$ cat src/afr_pkg.sv
package afr_pkg;
    localparam int unsigned AFR_CLK_HZ = 10_000_000;
    localparam int unsigned AFR_DATA_BITS = 18;
    localparam int unsigned AFR_STAT_BITS = 6;
    localparam int unsigned AFR_FRAME_BITS = AFR_DATA_BITS + AFR_STAT_BITS;
    localparam int unsigned AFR_CNT_W = 5;
    // Conversion_time and quiet intervals in ns
    localparam int unsigned AFR_CONV_NS = 3000;
    localparam int unsigned AFR_QUIET1_NS = 300;
    localparam int unsigned AFR_QUIET2_NS = 300;
    localparam int unsigned AFR_CONV_CYC = (AFR_CONV_NS * (AFR_CLK_HZ / 1_000_000)) / 1000;
    localparam int unsigned AFR_QUIET1_CYC =
        (AFR_QUIET1_NS * (AFR_CLK_HZ / 1_000_000) + 999) / 1000;
    localparam int unsigned AFR_QUIET2_CYC =
        (AFR_QUIET2_NS * (AFR_CLK_HZ / 1_000_000) + 999) / 1000;
    localparam int unsigned AFR_TMR_W = 8;
    // Host SCK half period in system clocks (link divider)
    localparam int unsigned AFR_SCK_HALF = 4;
    // Status word layout
    localparam int unsigned AFR_ST_EARLY_BIT = 2;
    localparam logic [1:0] AFR_ST_RSVD = 2'h0;
    localparam logic [2:0] AFR_ST_UPPER = 3'h0;

    typedef enum logic [1:0]
    {
        AFR_MODE_NOBUSY = 2'h0,
        AFR_MODE_BUSY = 2'h1
    } afr_mode_t;

    function automatic logic [AFR_CNT_W-1:0] afr_frame_len(input logic stat_en);
        afr_frame_len = stat_en ? AFR_CNT_W'(AFR_FRAME_BITS) : AFR_CNT_W'(AFR_DATA_BITS);
    endfunction : afr_frame_len
endpackage : afr_pkg

$ cat src/afr_link_if.sv
`timescale 1ns/1ps
`default_nettype none
interface afr_link_if;
    logic convert_start_input;
    logic sdi;
    logic sck;
    logic sdo_o;
    logic sdo_oe;
    // Pull-up on the shared result line
    wire sdo = sdo_oe ? sdo_o : 1'b1;

    modport device
    (
        input convert_start_input,
        input sdi,
        input sck,
        output sdo_o,
        output sdo_oe
    );

    modport host
    (
        output convert_start_input,
        output sdi,
        output sck,
        input sdo
    );
endinterface : afr_link_if
`default_nettype wire

$ cat src/afr_device.sv
// Operation
// Early-readout bit set selects early readout
// Early readout replaces busy-indicator mode
// Early readout shifts previous conversion result
// Early readout off after reset; host clears
// Convert rise starts conversion, SDO released
// Host holds convert high through readback
// Host holds SDI high at convert rise
// Host waits first quiet interval first
// After conversion time, power down converter
// SDI fall drives MSB without clock
// Result MSB first on first 18 falls
// Status bits on falls 19 to 24
// Early readout: release on end or convert
// Host leaves second quiet interval
// No-busy: SDI high through conversion time
// Host keeps SCK idle during conversion; in early readout the host clocks SCK from the end of the first quiet interval
// No-busy: release on end or SDI rise
// One SDI low at a time
// Busy: SDI low through conversion time
// Busy: drive SDO low at conversion end
// Busy: release after extra fall or convert
// Status bit 2 shows early-readout enable
`timescale 1ns/1ps
`default_nettype none
module afr_device
    import afr_pkg::*;
(
    input wire logic clk_sys_in,
    input wire logic rst_in,
    afr_link_if.device link,
    input wire logic early_en_in,
    input wire logic stat_en_in,
    input wire logic [AFR_DATA_BITS-1:0] sample_in,
    output logic converting_out,
    output logic powered_out
);
    logic cnv_s;
    logic sdi_s;
    logic sck_s;
    logic cnv_q;
    logic sdi_q;
    logic sck_q;
    logic early_q;
    logic stat_q;
    logic conv_q;
    logic [AFR_TMR_W-1:0] tmr_q;
    logic [AFR_DATA_BITS-1:0] res_q;
    logic [AFR_DATA_BITS-1:0] prev_q;
    logic [AFR_FRAME_BITS-1:0] sh_q;
    logic [AFR_CNT_W-1:0] cnt_q;
    logic drive_q;
    logic sdo_q;
    logic irq_wait_q;
    logic powered_q;
    logic rd_busy_q;

    afr_sync u_cnv
    (
        .clk_sys_in(clk_sys_in),
        .rst_in(rst_in),
        .async_in(link.convert_start_input),
        .sync_out(cnv_s)
    );
    afr_sync u_sdi
    (
        .clk_sys_in(clk_sys_in),
        .rst_in(rst_in),
        .async_in(link.sdi),
        .sync_out(sdi_s)
    );
    afr_sync u_sck
    (
        .clk_sys_in(clk_sys_in),
        .rst_in(rst_in),
        .async_in(link.sck),
        .sync_out(sck_s)
    );

    wire cnv_rise = cnv_s & ~cnv_q;
    wire sdi_fall = ~sdi_s & sdi_q;
    wire sdi_rise = sdi_s & ~sdi_q;
    wire sck_fall = ~sck_s & sck_q;
    wire conv_done = conv_q && (tmr_q == AFR_TMR_W'(AFR_CONV_CYC - 1));
    // Busy mode unreachable while early readout is on
    wire busy_mode = ~early_q;
    wire [AFR_DATA_BITS-1:0] word_sel = early_q ? prev_q : res_q;
    wire [AFR_STAT_BITS-1:0] status_w =
        {AFR_ST_UPPER, early_q, AFR_ST_RSVD};
    wire [AFR_FRAME_BITS-1:0] frame_w = {word_sel, status_w};
    wire [AFR_CNT_W-1:0] frame_len = afr_frame_len(stat_q);
    wire last_fall = drive_q && sck_fall && (cnt_q == frame_len - AFR_CNT_W'(1));
    wire extra_fall = drive_q && sck_fall && (cnt_q == frame_len);
    // Busy read holds the line through the data; the extra fall releases it
    wire rel_fall = rd_busy_q ? extra_fall : last_fall;
    // Read starts on SDI fall: in early mode also during a conversion, in no-busy mode only outside one
    wire cs_start = sdi_fall && (early_q || !conv_q) && !irq_wait_q;
    // Interrupt flag only when the host already holds SDI low at the end
    wire irq_start = conv_done && busy_mode && !sdi_s;
    wire desel = sdi_rise && drive_q && !conv_q && !early_q && !irq_wait_q;

    always_ff @(posedge clk_sys_in)
    begin
        if (rst_in)
        begin
            cnv_q <= 1'b0;
            // Same level as the synchroniser, so no false select after reset
            sdi_q <= 1'b0;
            sck_q <= 1'b0;
            early_q <= 1'b0;
            stat_q <= 1'b0;
            conv_q <= 1'b0;
            tmr_q <= '0;
            res_q <= '0;
            prev_q <= '0;
            sh_q <= '0;
            cnt_q <= '0;
            drive_q <= 1'b0;
            sdo_q <= 1'b0;
            irq_wait_q <= 1'b0;
            powered_q <= 1'b0;
            rd_busy_q <= 1'b0;
        end
        else
        begin
            cnv_q <= cnv_s;
            sdi_q <= sdi_s;
            sck_q <= sck_s;
            if (cnv_rise)
            begin
                // Config latched per conversion so a frame never changes shape
                early_q <= early_en_in;
                stat_q <= stat_en_in;
                conv_q <= 1'b1;
                powered_q <= 1'b1;
                tmr_q <= '0;
                drive_q <= 1'b0;
                irq_wait_q <= 1'b0;
                rd_busy_q <= 1'b0;
                prev_q <= res_q;
            end
            else
            begin
                if (conv_q)
                begin
                    tmr_q <= tmr_q + AFR_TMR_W'(1);
                end
                // Kept apart from the read logic: an early read may see an SCK
                // fall in the very cycle the conversion ends
                if (conv_done)
                begin
                    conv_q <= 1'b0;
                    powered_q <= 1'b0;
                    res_q <= sample_in;
                end
                if (irq_start)
                begin
                    // End-of-conversion interrupt, then MSB on next fall
                    drive_q <= 1'b1;
                    sdo_q <= 1'b0;
                    irq_wait_q <= 1'b1;
                    rd_busy_q <= 1'b1;
                    sh_q <= {sample_in, status_w};
                    cnt_q <= '0;
                end
                else if (cs_start)
                begin
                    drive_q <= 1'b1;
                    rd_busy_q <= 1'b0;
                    sh_q <= frame_w << 1;
                    sdo_q <= frame_w[AFR_FRAME_BITS-1];
                    cnt_q <= '0;
                end
                else if (irq_wait_q && sck_fall)
                begin
                    // This fall brings the MSB and counts as the first one
                    irq_wait_q <= 1'b0;
                    sdo_q <= sh_q[AFR_FRAME_BITS-1];
                    sh_q <= sh_q << 1;
                    cnt_q <= AFR_CNT_W'(1);
                end
                else if (desel)
                begin
                    drive_q <= 1'b0;
                end
                else if (!irq_wait_q && drive_q && sck_fall)
                begin
                    cnt_q <= cnt_q + AFR_CNT_W'(1);
                    sdo_q <= sh_q[AFR_FRAME_BITS-1];
                    sh_q <= sh_q << 1;
                    if (rel_fall)
                    begin
                        drive_q <= 1'b0;
                    end
                end
            end
        end
    end

    assign link.sdo_o = sdo_q;
    assign link.sdo_oe = drive_q;
    assign converting_out = conv_q;
    assign powered_out = powered_q;
endmodule : afr_device
`default_nettype wire

$ cat src/afr_sync.sv
`timescale 1ns/1ps
`default_nettype none
module afr_sync
(
    input wire logic clk_sys_in,
    input wire logic rst_in,
    input wire logic async_in,
    output logic sync_out
);
    logic meta_q;
    logic sync_q;

    always_ff @(posedge clk_sys_in)
    begin
        if (rst_in)
        begin
            meta_q <= 1'b0;
            sync_q <= 1'b0;
        end
        else
        begin
            meta_q <= async_in;
            sync_q <= meta_q;
        end
    end

    assign sync_out = sync_q;
endmodule : afr_sync
`default_nettype wire
$ cat src/flat_wrapper.sv
// flat-port wrapper written by rule: the top's interface ports become plain ports
module afr_device_flat import afr_pkg::*;
  (clk_sys_in, rst_in, early_en_in, stat_en_in, sample_in, converting_out, powered_out, link_convert_start_input, link_sdi, link_sck, link_sdo_o, link_sdo_oe);
  afr_link_if link_i ();
  input wire logic clk_sys_in;
  input wire logic rst_in;
  input wire logic early_en_in;
  input wire logic stat_en_in;
  input wire logic [AFR_DATA_BITS-1:0] sample_in;
  output logic converting_out;
  output logic powered_out;
  input wire logic [$bits(link_i.convert_start_input)-1:0] link_convert_start_input;
  input wire logic [$bits(link_i.sdi)-1:0] link_sdi;
  input wire logic [$bits(link_i.sck)-1:0] link_sck;
  output wire logic [$bits(link_i.sdo_o)-1:0] link_sdo_o;
  output wire logic [$bits(link_i.sdo_oe)-1:0] link_sdo_oe;
  assign link_i.convert_start_input = link_convert_start_input;
  assign link_i.sdi = link_sdi;
  assign link_i.sck = link_sck;
  assign link_sdo_o = link_i.sdo_o;
  assign link_sdo_oe = link_i.sdo_oe;
  afr_device u_core (.clk_sys_in(clk_sys_in), .rst_in(rst_in), .link(link_i), .early_en_in(early_en_in), .stat_en_in(stat_en_in), .sample_in(sample_in), .converting_out(converting_out), .powered_out(powered_out));
endmodule
$ cat config.mk
export PLATFORM = sky130hd
export DESIGN_NAME = afr_device_flat
export DESIGN_NICKNAME = d
export VERILOG_FILES = /design/src/afr_pkg.sv /design/src/afr_link_if.sv /design/src/afr_device.sv /design/src/afr_sync.sv /design/src/flat_wrapper.sv
export SDC_FILE = /design/constraint.sdc
export NUM_CORES = 1
export LEC_CHECK = 0
export ABC_AREA = 1
export BUFFER_PORTS_ARGS = -buffer_cell sky130_fd_sc_hd__buf_2
export CORE_AREA = 2 2 111 113
export DETAILED_ROUTE_END_ITERATION = 12
export DIE_AREA = 0 0 113 115
export PLACE_DENSITY = 0.61
export SYNTH_ARGS = -nofsm -noshare
export SYNTH_HDL_FRONTEND = slang
export SYNTH_SLANG_ARGS = --single-unit
$ cat constraint.sdc
create_clock -name clk_sys_in -period 2.4 [get_ports clk_sys_in]
set_clock_uncertainty 0.05 [all_clocks]
set_input_delay 0.36 -clock clk_sys_in [delete_from_list [all_inputs] [get_ports clk_sys_in]]
set_output_delay 0.36 -clock clk_sys_in [all_outputs]
set_load 0.03 [all_outputs]
==> summary.log <==
qor: cts.post-cts-setup-buffers 0
qor: cts.clk_latency 0.34 ns
qor: worst_setup_path.worstSetupEndpointType flop
qor: worst_setup_path.critPathTopFamily simple AND/OR/NAND/NOR gates
qor: placement.finalWeightedCongestion 0.785
qor: floorplanning.die_area 13,000 sq um
qor: global_routing.globalRouteTotalUtil 0.151
qor: logic_synthesis.yosys.cell_types.count 31
qor: layout.multi_input_comb_area 1920 sq um
qor: cts.cts_hold_repair.buffers 0
qor: logic_synthesis.ys_seq_area_frac 0.422
qor: floorplanning.core-area 11,800 sq um
qor: cts.ctsHtreeMaxLevel 3
qor: global_routing.globalRoute.totalOverflow 0
qor: layout.nets 651
qor: placement.hpwl 6190 microns
qor: run_status.violations design-rule violations
qor: min_path.timing.hold.worst_endpoint u_core.u_sdi.meta_q$_SDFF_PP0_
qor: timing.worst_slew_pin_slew 0.468 ns
qor: cts.post_cts_resize_count 0
qor: logic_synthesis.yosysWarningCount 0
qor: layout.layout-area-overhead-vs-synth 13.4%
qor: detailed_routing.drt_iter0_markers 275
qor: logic_synthesis.synth.cell_area 4120 sq um
qor: logic_synthesis.syn_area_per_cell 6.78 sq um
qor: global_routing.vias_in_the_first_global_route 3,489
qor: cts.cts_max_path_buffers 2
qor: worst_setup_path.crit_arrival 2.20 ns
qor: worst_setup_path.worst_r2r_startpoint u_core.early_q$_SDFFE_PP0P_
qor: placement.place.port_buffers 28
qor: logic_synthesis.total_of_flip_flops_plus_latches_after_synthesis 87
qor: timing.layout_setup_ws 0.381 ns
qor: worst_setup_path.crit_required 2.59 ns
qor: global_routing.gr-max-usage-layer met2
qor: global_routing.met2_usage 0.246
qor: timing.fin_crit 2.02 ns
qor: worst_setup_path.crit_type reg2reg
qor: power_and_ir_drop.power-per-cell-area 692 nW/um^2
qor: timing.finalCritPeriodShare 0.841
qor: timing.max_slew_margin 0.688
qor: logic_synthesis.yosys_most_used_dff sky130_fd_sc_hd__dfxtp_1
qor: worst_setup_path.worst-r2r-cell-count 8
qor: logic_synthesis.syn-instance-count 608
qor: layout.layout-drive-gt1-share 0.102
qor: floorplanning.rows 40
qor: global_routing.global_route_met3_utilization 0.0395
qor: min_path.worst_hold_startpoint link_sdi
qor: worst_setup_path.cell_chain_of_the_critical_path inv_4 -> nand2_4 -> nor2_8 -> nand3_4 -> nand4_4 -> nand2_4 -> nor2_1 -> nor2_1
qor: power_and_ir_drop.total_leakage_power 2.05 nW
qor: timing.hold_viol 0
qor: worst_setup_path.cell_type_of_the_slowest_stage_on_the_worst_timing_path sky130_fd_sc_hd__dfxtp_1
qor: logic_synthesis.synthTopCellsByCount sky130_fd_sc_hd__nand2_1 (125), sky130_fd_sc_hd__nor2_1 (93), sky130_fd_sc_hd__dfxtp_1 (87), sky130_fd_sc_hd__inv_1 (73), sky130_fd_sc_hd__nand3_1 (62)
qor: global_routing.grt_max_degree 64
qor: detailed_routing.route.detailed.vias_per_inst 4.76
qor: logic_synthesis.number_of_enable_flip_flop_cells_after_synthesis 0
qor: run_status.run_status finished with violations
qor: worst_setup_path.setup.worst_path.start_class flop
qor: layout.finish.instance_area 4680 sq um
qor: placement.detailedPlace.worstSlack 0.374 ns
qor: cts.clock_tree_from_tritoncts done
qor: run.maxCapViolCount 0
qor: cts.clock_sink_count 87
qor: worst_setup_path.r2r_end u_core.sh_q[21]$_SDFFE_PP0P_
qor: worst_setup_path.timing.critical_path.slowest_cell_delay 0.33 ns
qor: placement.postPlaceCellArea 4350 sq um
qor: floorplanning.die_x 113 microns
qor: placement.place.detailed.instances 757
qor: min_path.hp-class in2reg
qor: layout.finalNonFillerCells 773
qor: logic_synthesis.synth.top_cells.by_area sky130_fd_sc_hd__dfxtp_1 (42%), sky130_fd_sc_hd__nand2_1 (11%), sky130_fd_sc_hd__nor2_1 (8.5%)
qor: global_routing.grt_antenna_before_repair 0
qor: timing.finalSetupViolCount 0
qor: cts.cts_inserted_buffers 9
qor: detailed_routing.routedWlPerCell 11.9 microns
qor: layout.filler_cell_count 1,267
qor: worst_setup_path.r2r_slack 0.38 ns
qor: power_and_ir_drop.total_power 3.23 mW
qor: cts.clk_pin_slew 0.07 ns
qor: detailed_routing.drc_errors 3
qor: detailed_routing.drt_pre_antenna_iters 8
qor: global_routing.grt_pass1_wl 16,000 microns
qor: logic_synthesis.synthesis.nets 638
qor: logic_synthesis.yosysMostFrequentCell sky130_fd_sc_hd__nand2_1
qor: worst_setup_path.path_buf_inv 1
qor: layout.antenna_cells_inserted 0
qor: worst_setup_path.timing.critical_path.fanout_max 49
qor: detailed_routing.antenna_left 0
qor: detailed_routing.dr_total_vias 3,680
qor: timing.finalMaxSlewViolations 0
qor: min_path.timing.hold.worst_path_depth 3
qor: logic_synthesis.yosysTopAreaCellShare 0.422
qor: logic_synthesis.synth_async_sr_flop_share 0
qor: floorplanning.floorplan.die.height 115 microns
qor: timing.setup_total_negative_slack 0 ns
qor: timing.fmaxAchievable 495 MHz
qor: power_and_ir_drop.ir_worst_vdd 427 uV
qor: logic_synthesis.synth_area_leader_cell sky130_fd_sc_hd__dfxtp_1
qor: global_routing.grt_util_met1 0.195
qor: layout.layout.area.seq 1740 sq um
qor: detailed_routing.drt_wl_total 9190 microns
qor: cts.library_cell_used_as_clock_root_buffer sky130_fd_sc_hd__clkbuf_16
qor: floorplanning.floorplan.io_pins 29
qor: timing.grt_setup_unrepaired false
qor: floorplanning.floorplan.initialDensity 0.349
==> worst min-delay path, cell delays in order <==
cell	delay, ns
sky130_fd_sc_hd__buf_2	0.07
sky130_fd_sc_hd__inv_1	0.03
sky130_fd_sc_hd__nor2_1	0.06
==> final cells by class <==
type	count	share of cell area
Clock buffer	10	0.0511
Clock inverter	6	0.0195
Inverter	76	0.0615
Multi-Input combinational cell	411	0.411
Sequential cell	87	0.372
Tap cell	147	0.0393
Timing Repair Buffer	36	0.0455
==> through the flow <==
stage / util / hold slack (ns)
2_1_floorplan: - / 0.338
3_3_place_gp: 0.368 / 0.343
3_5_place_dp: 0.368 / 0.350
4_1_cts: 0.396 / 0.158
5_1_grt: 0.396 / 0.169
6_report: 0.396 / 0.168
==> power breakdown <==
part | internal (mW) | switching (mW) | leakage (nW)
clock | 0.943 | 0.580 | 0.151
combinational | 0.0708 | 0.136 | 1.19
sequential | 1.48 | 0.0215 | 0.706
==> layer usage <==
metal / part of all wire / routed length, microns
met1: 0.49 / 4480
met2: 0.46 / 4200
met3: 0.042 / 384
met4: 0.013 / 124
met5: 0 / 0
==> layout by cell type (no fill, tap or decap) <==
master / n
sky130_fd_sc_hd__buf_4: 7
sky130_fd_sc_hd__nor2_2: 2
sky130_fd_sc_hd__inv_4: 1
sky130_fd_sc_hd__nor2_1: 92
sky130_fd_sc_hd__inv_6: 1
sky130_fd_sc_hd__dfxtp_1: 87
sky130_fd_sc_hd__o21ai_0: 60
sky130_fd_sc_hd__nor3_1: 2
sky130_fd_sc_hd__nand4_2: 1
sky130_fd_sc_hd__xnor2_1: 3
sky130_fd_sc_hd__nand3_1: 62
sky130_fd_sc_hd__nand4_4: 1
sky130_fd_sc_hd__nor2_8: 1
sky130_fd_sc_hd__buf_2: 28
sky130_fd_sc_hd__a211oi_1: 1
sky130_fd_sc_hd__and2_1: 1
sky130_fd_sc_hd__o21a_1: 1
sky130_fd_sc_hd__clkinvlp_4: 3
sky130_fd_sc_hd__ha_1: 5
sky130_fd_sc_hd__or2_2: 1
sky130_fd_sc_hd__nand2_4: 2
sky130_fd_sc_hd__inv_1: 73
sky130_fd_sc_hd__a21oi_1: 42
sky130_fd_sc_hd__buf_12: 1
sky130_fd_sc_hd__clkbuf_8: 1
sky130_fd_sc_hd__inv_2: 1
sky130_fd_sc_hd__xor2_1: 1
sky130_fd_sc_hd__nand4_1: 5
sky130_fd_sc_hd__a31oi_1: 1
sky130_fd_sc_hd__clkbuf_16: 9
sky130_fd_sc_hd__clkinv_1: 1
sky130_fd_sc_hd__bufinv_16: 2
sky130_fd_sc_hd__nand2_2: 1
sky130_fd_sc_hd__nand2_1: 125
sky130_fd_sc_hd__nand3_4: 1
==> flip-flops by register name (all words and copies together) (netlist names) <==
signal and count:
u_core.cnt_q 5, u_core.cnv_q 1, u_core.early_q 1, u_core.irq_wait_q 1, u_core.link.sdo_o 1, u_core.link.sdo_oe 1
u_core.powered_out 1, u_core.prev_q 18, u_core.rd_busy_q 1, u_core.res_q 18, u_core.sck_q 1, u_core.sdi_q 1
u_core.sh_q 22, u_core.stat_q 1, u_core.tmr_q 8, u_core.u_cnv.meta_q 1, u_core.u_cnv.sync_out 1, u_core.u_sck.meta_q 1
u_core.u_sck.sync_out 1, u_core.u_sdi.meta_q 1, u_core.u_sdi.sync_out 1
==> kinds of logic (layout without fill, tap and decap cells) <==
group | count (synthesis) | count (layout) | share of synthesized area
compound gates | 105 | 105 | 0.129
buf+inv | 110 | 128 | 0.112
flops | 87 | 87 | 0.422
fa+ha+maj | 5 | 5 | 0.0152
simple gates | 297 | 297 | 0.313
xor+xnor | 4 | 4 | 0.00850
==> worst max-delay path by stage <==
stage	start	end	cells past startpoint	slack, ns
after CTS	u_core.early_q$_SDFFE_PP0P_	u_core.sh_q[21]$_SDFFE_PP0P_	8	0.36
after detailed placement	u_core.early_q$_SDFFE_PP0P_	u_core.sh_q[21]$_SDFFE_PP0P_	8	0.37
final	u_core.early_q$_SDFFE_PP0P_	u_core.sh_q[21]$_SDFFE_PP0P_	8	0.38
after global placement	u_core.early_q$_SDFFE_PP0P_	u_core.sh_q[21]$_SDFFE_PP0P_	8	0.44
after global routing	u_core.tmr_q[1]$_SDFFE_PP0P_	u_core.sh_q[12]$_SDFFE_PP0P_	9	0.16
after floorplan	u_core.powered_out$_SDFFE_PP0P_	u_core.cnt_q[1]$_SDFFE_PP0P_	10	0.58
Note: power is estimated with default switching activity, not from simulation.
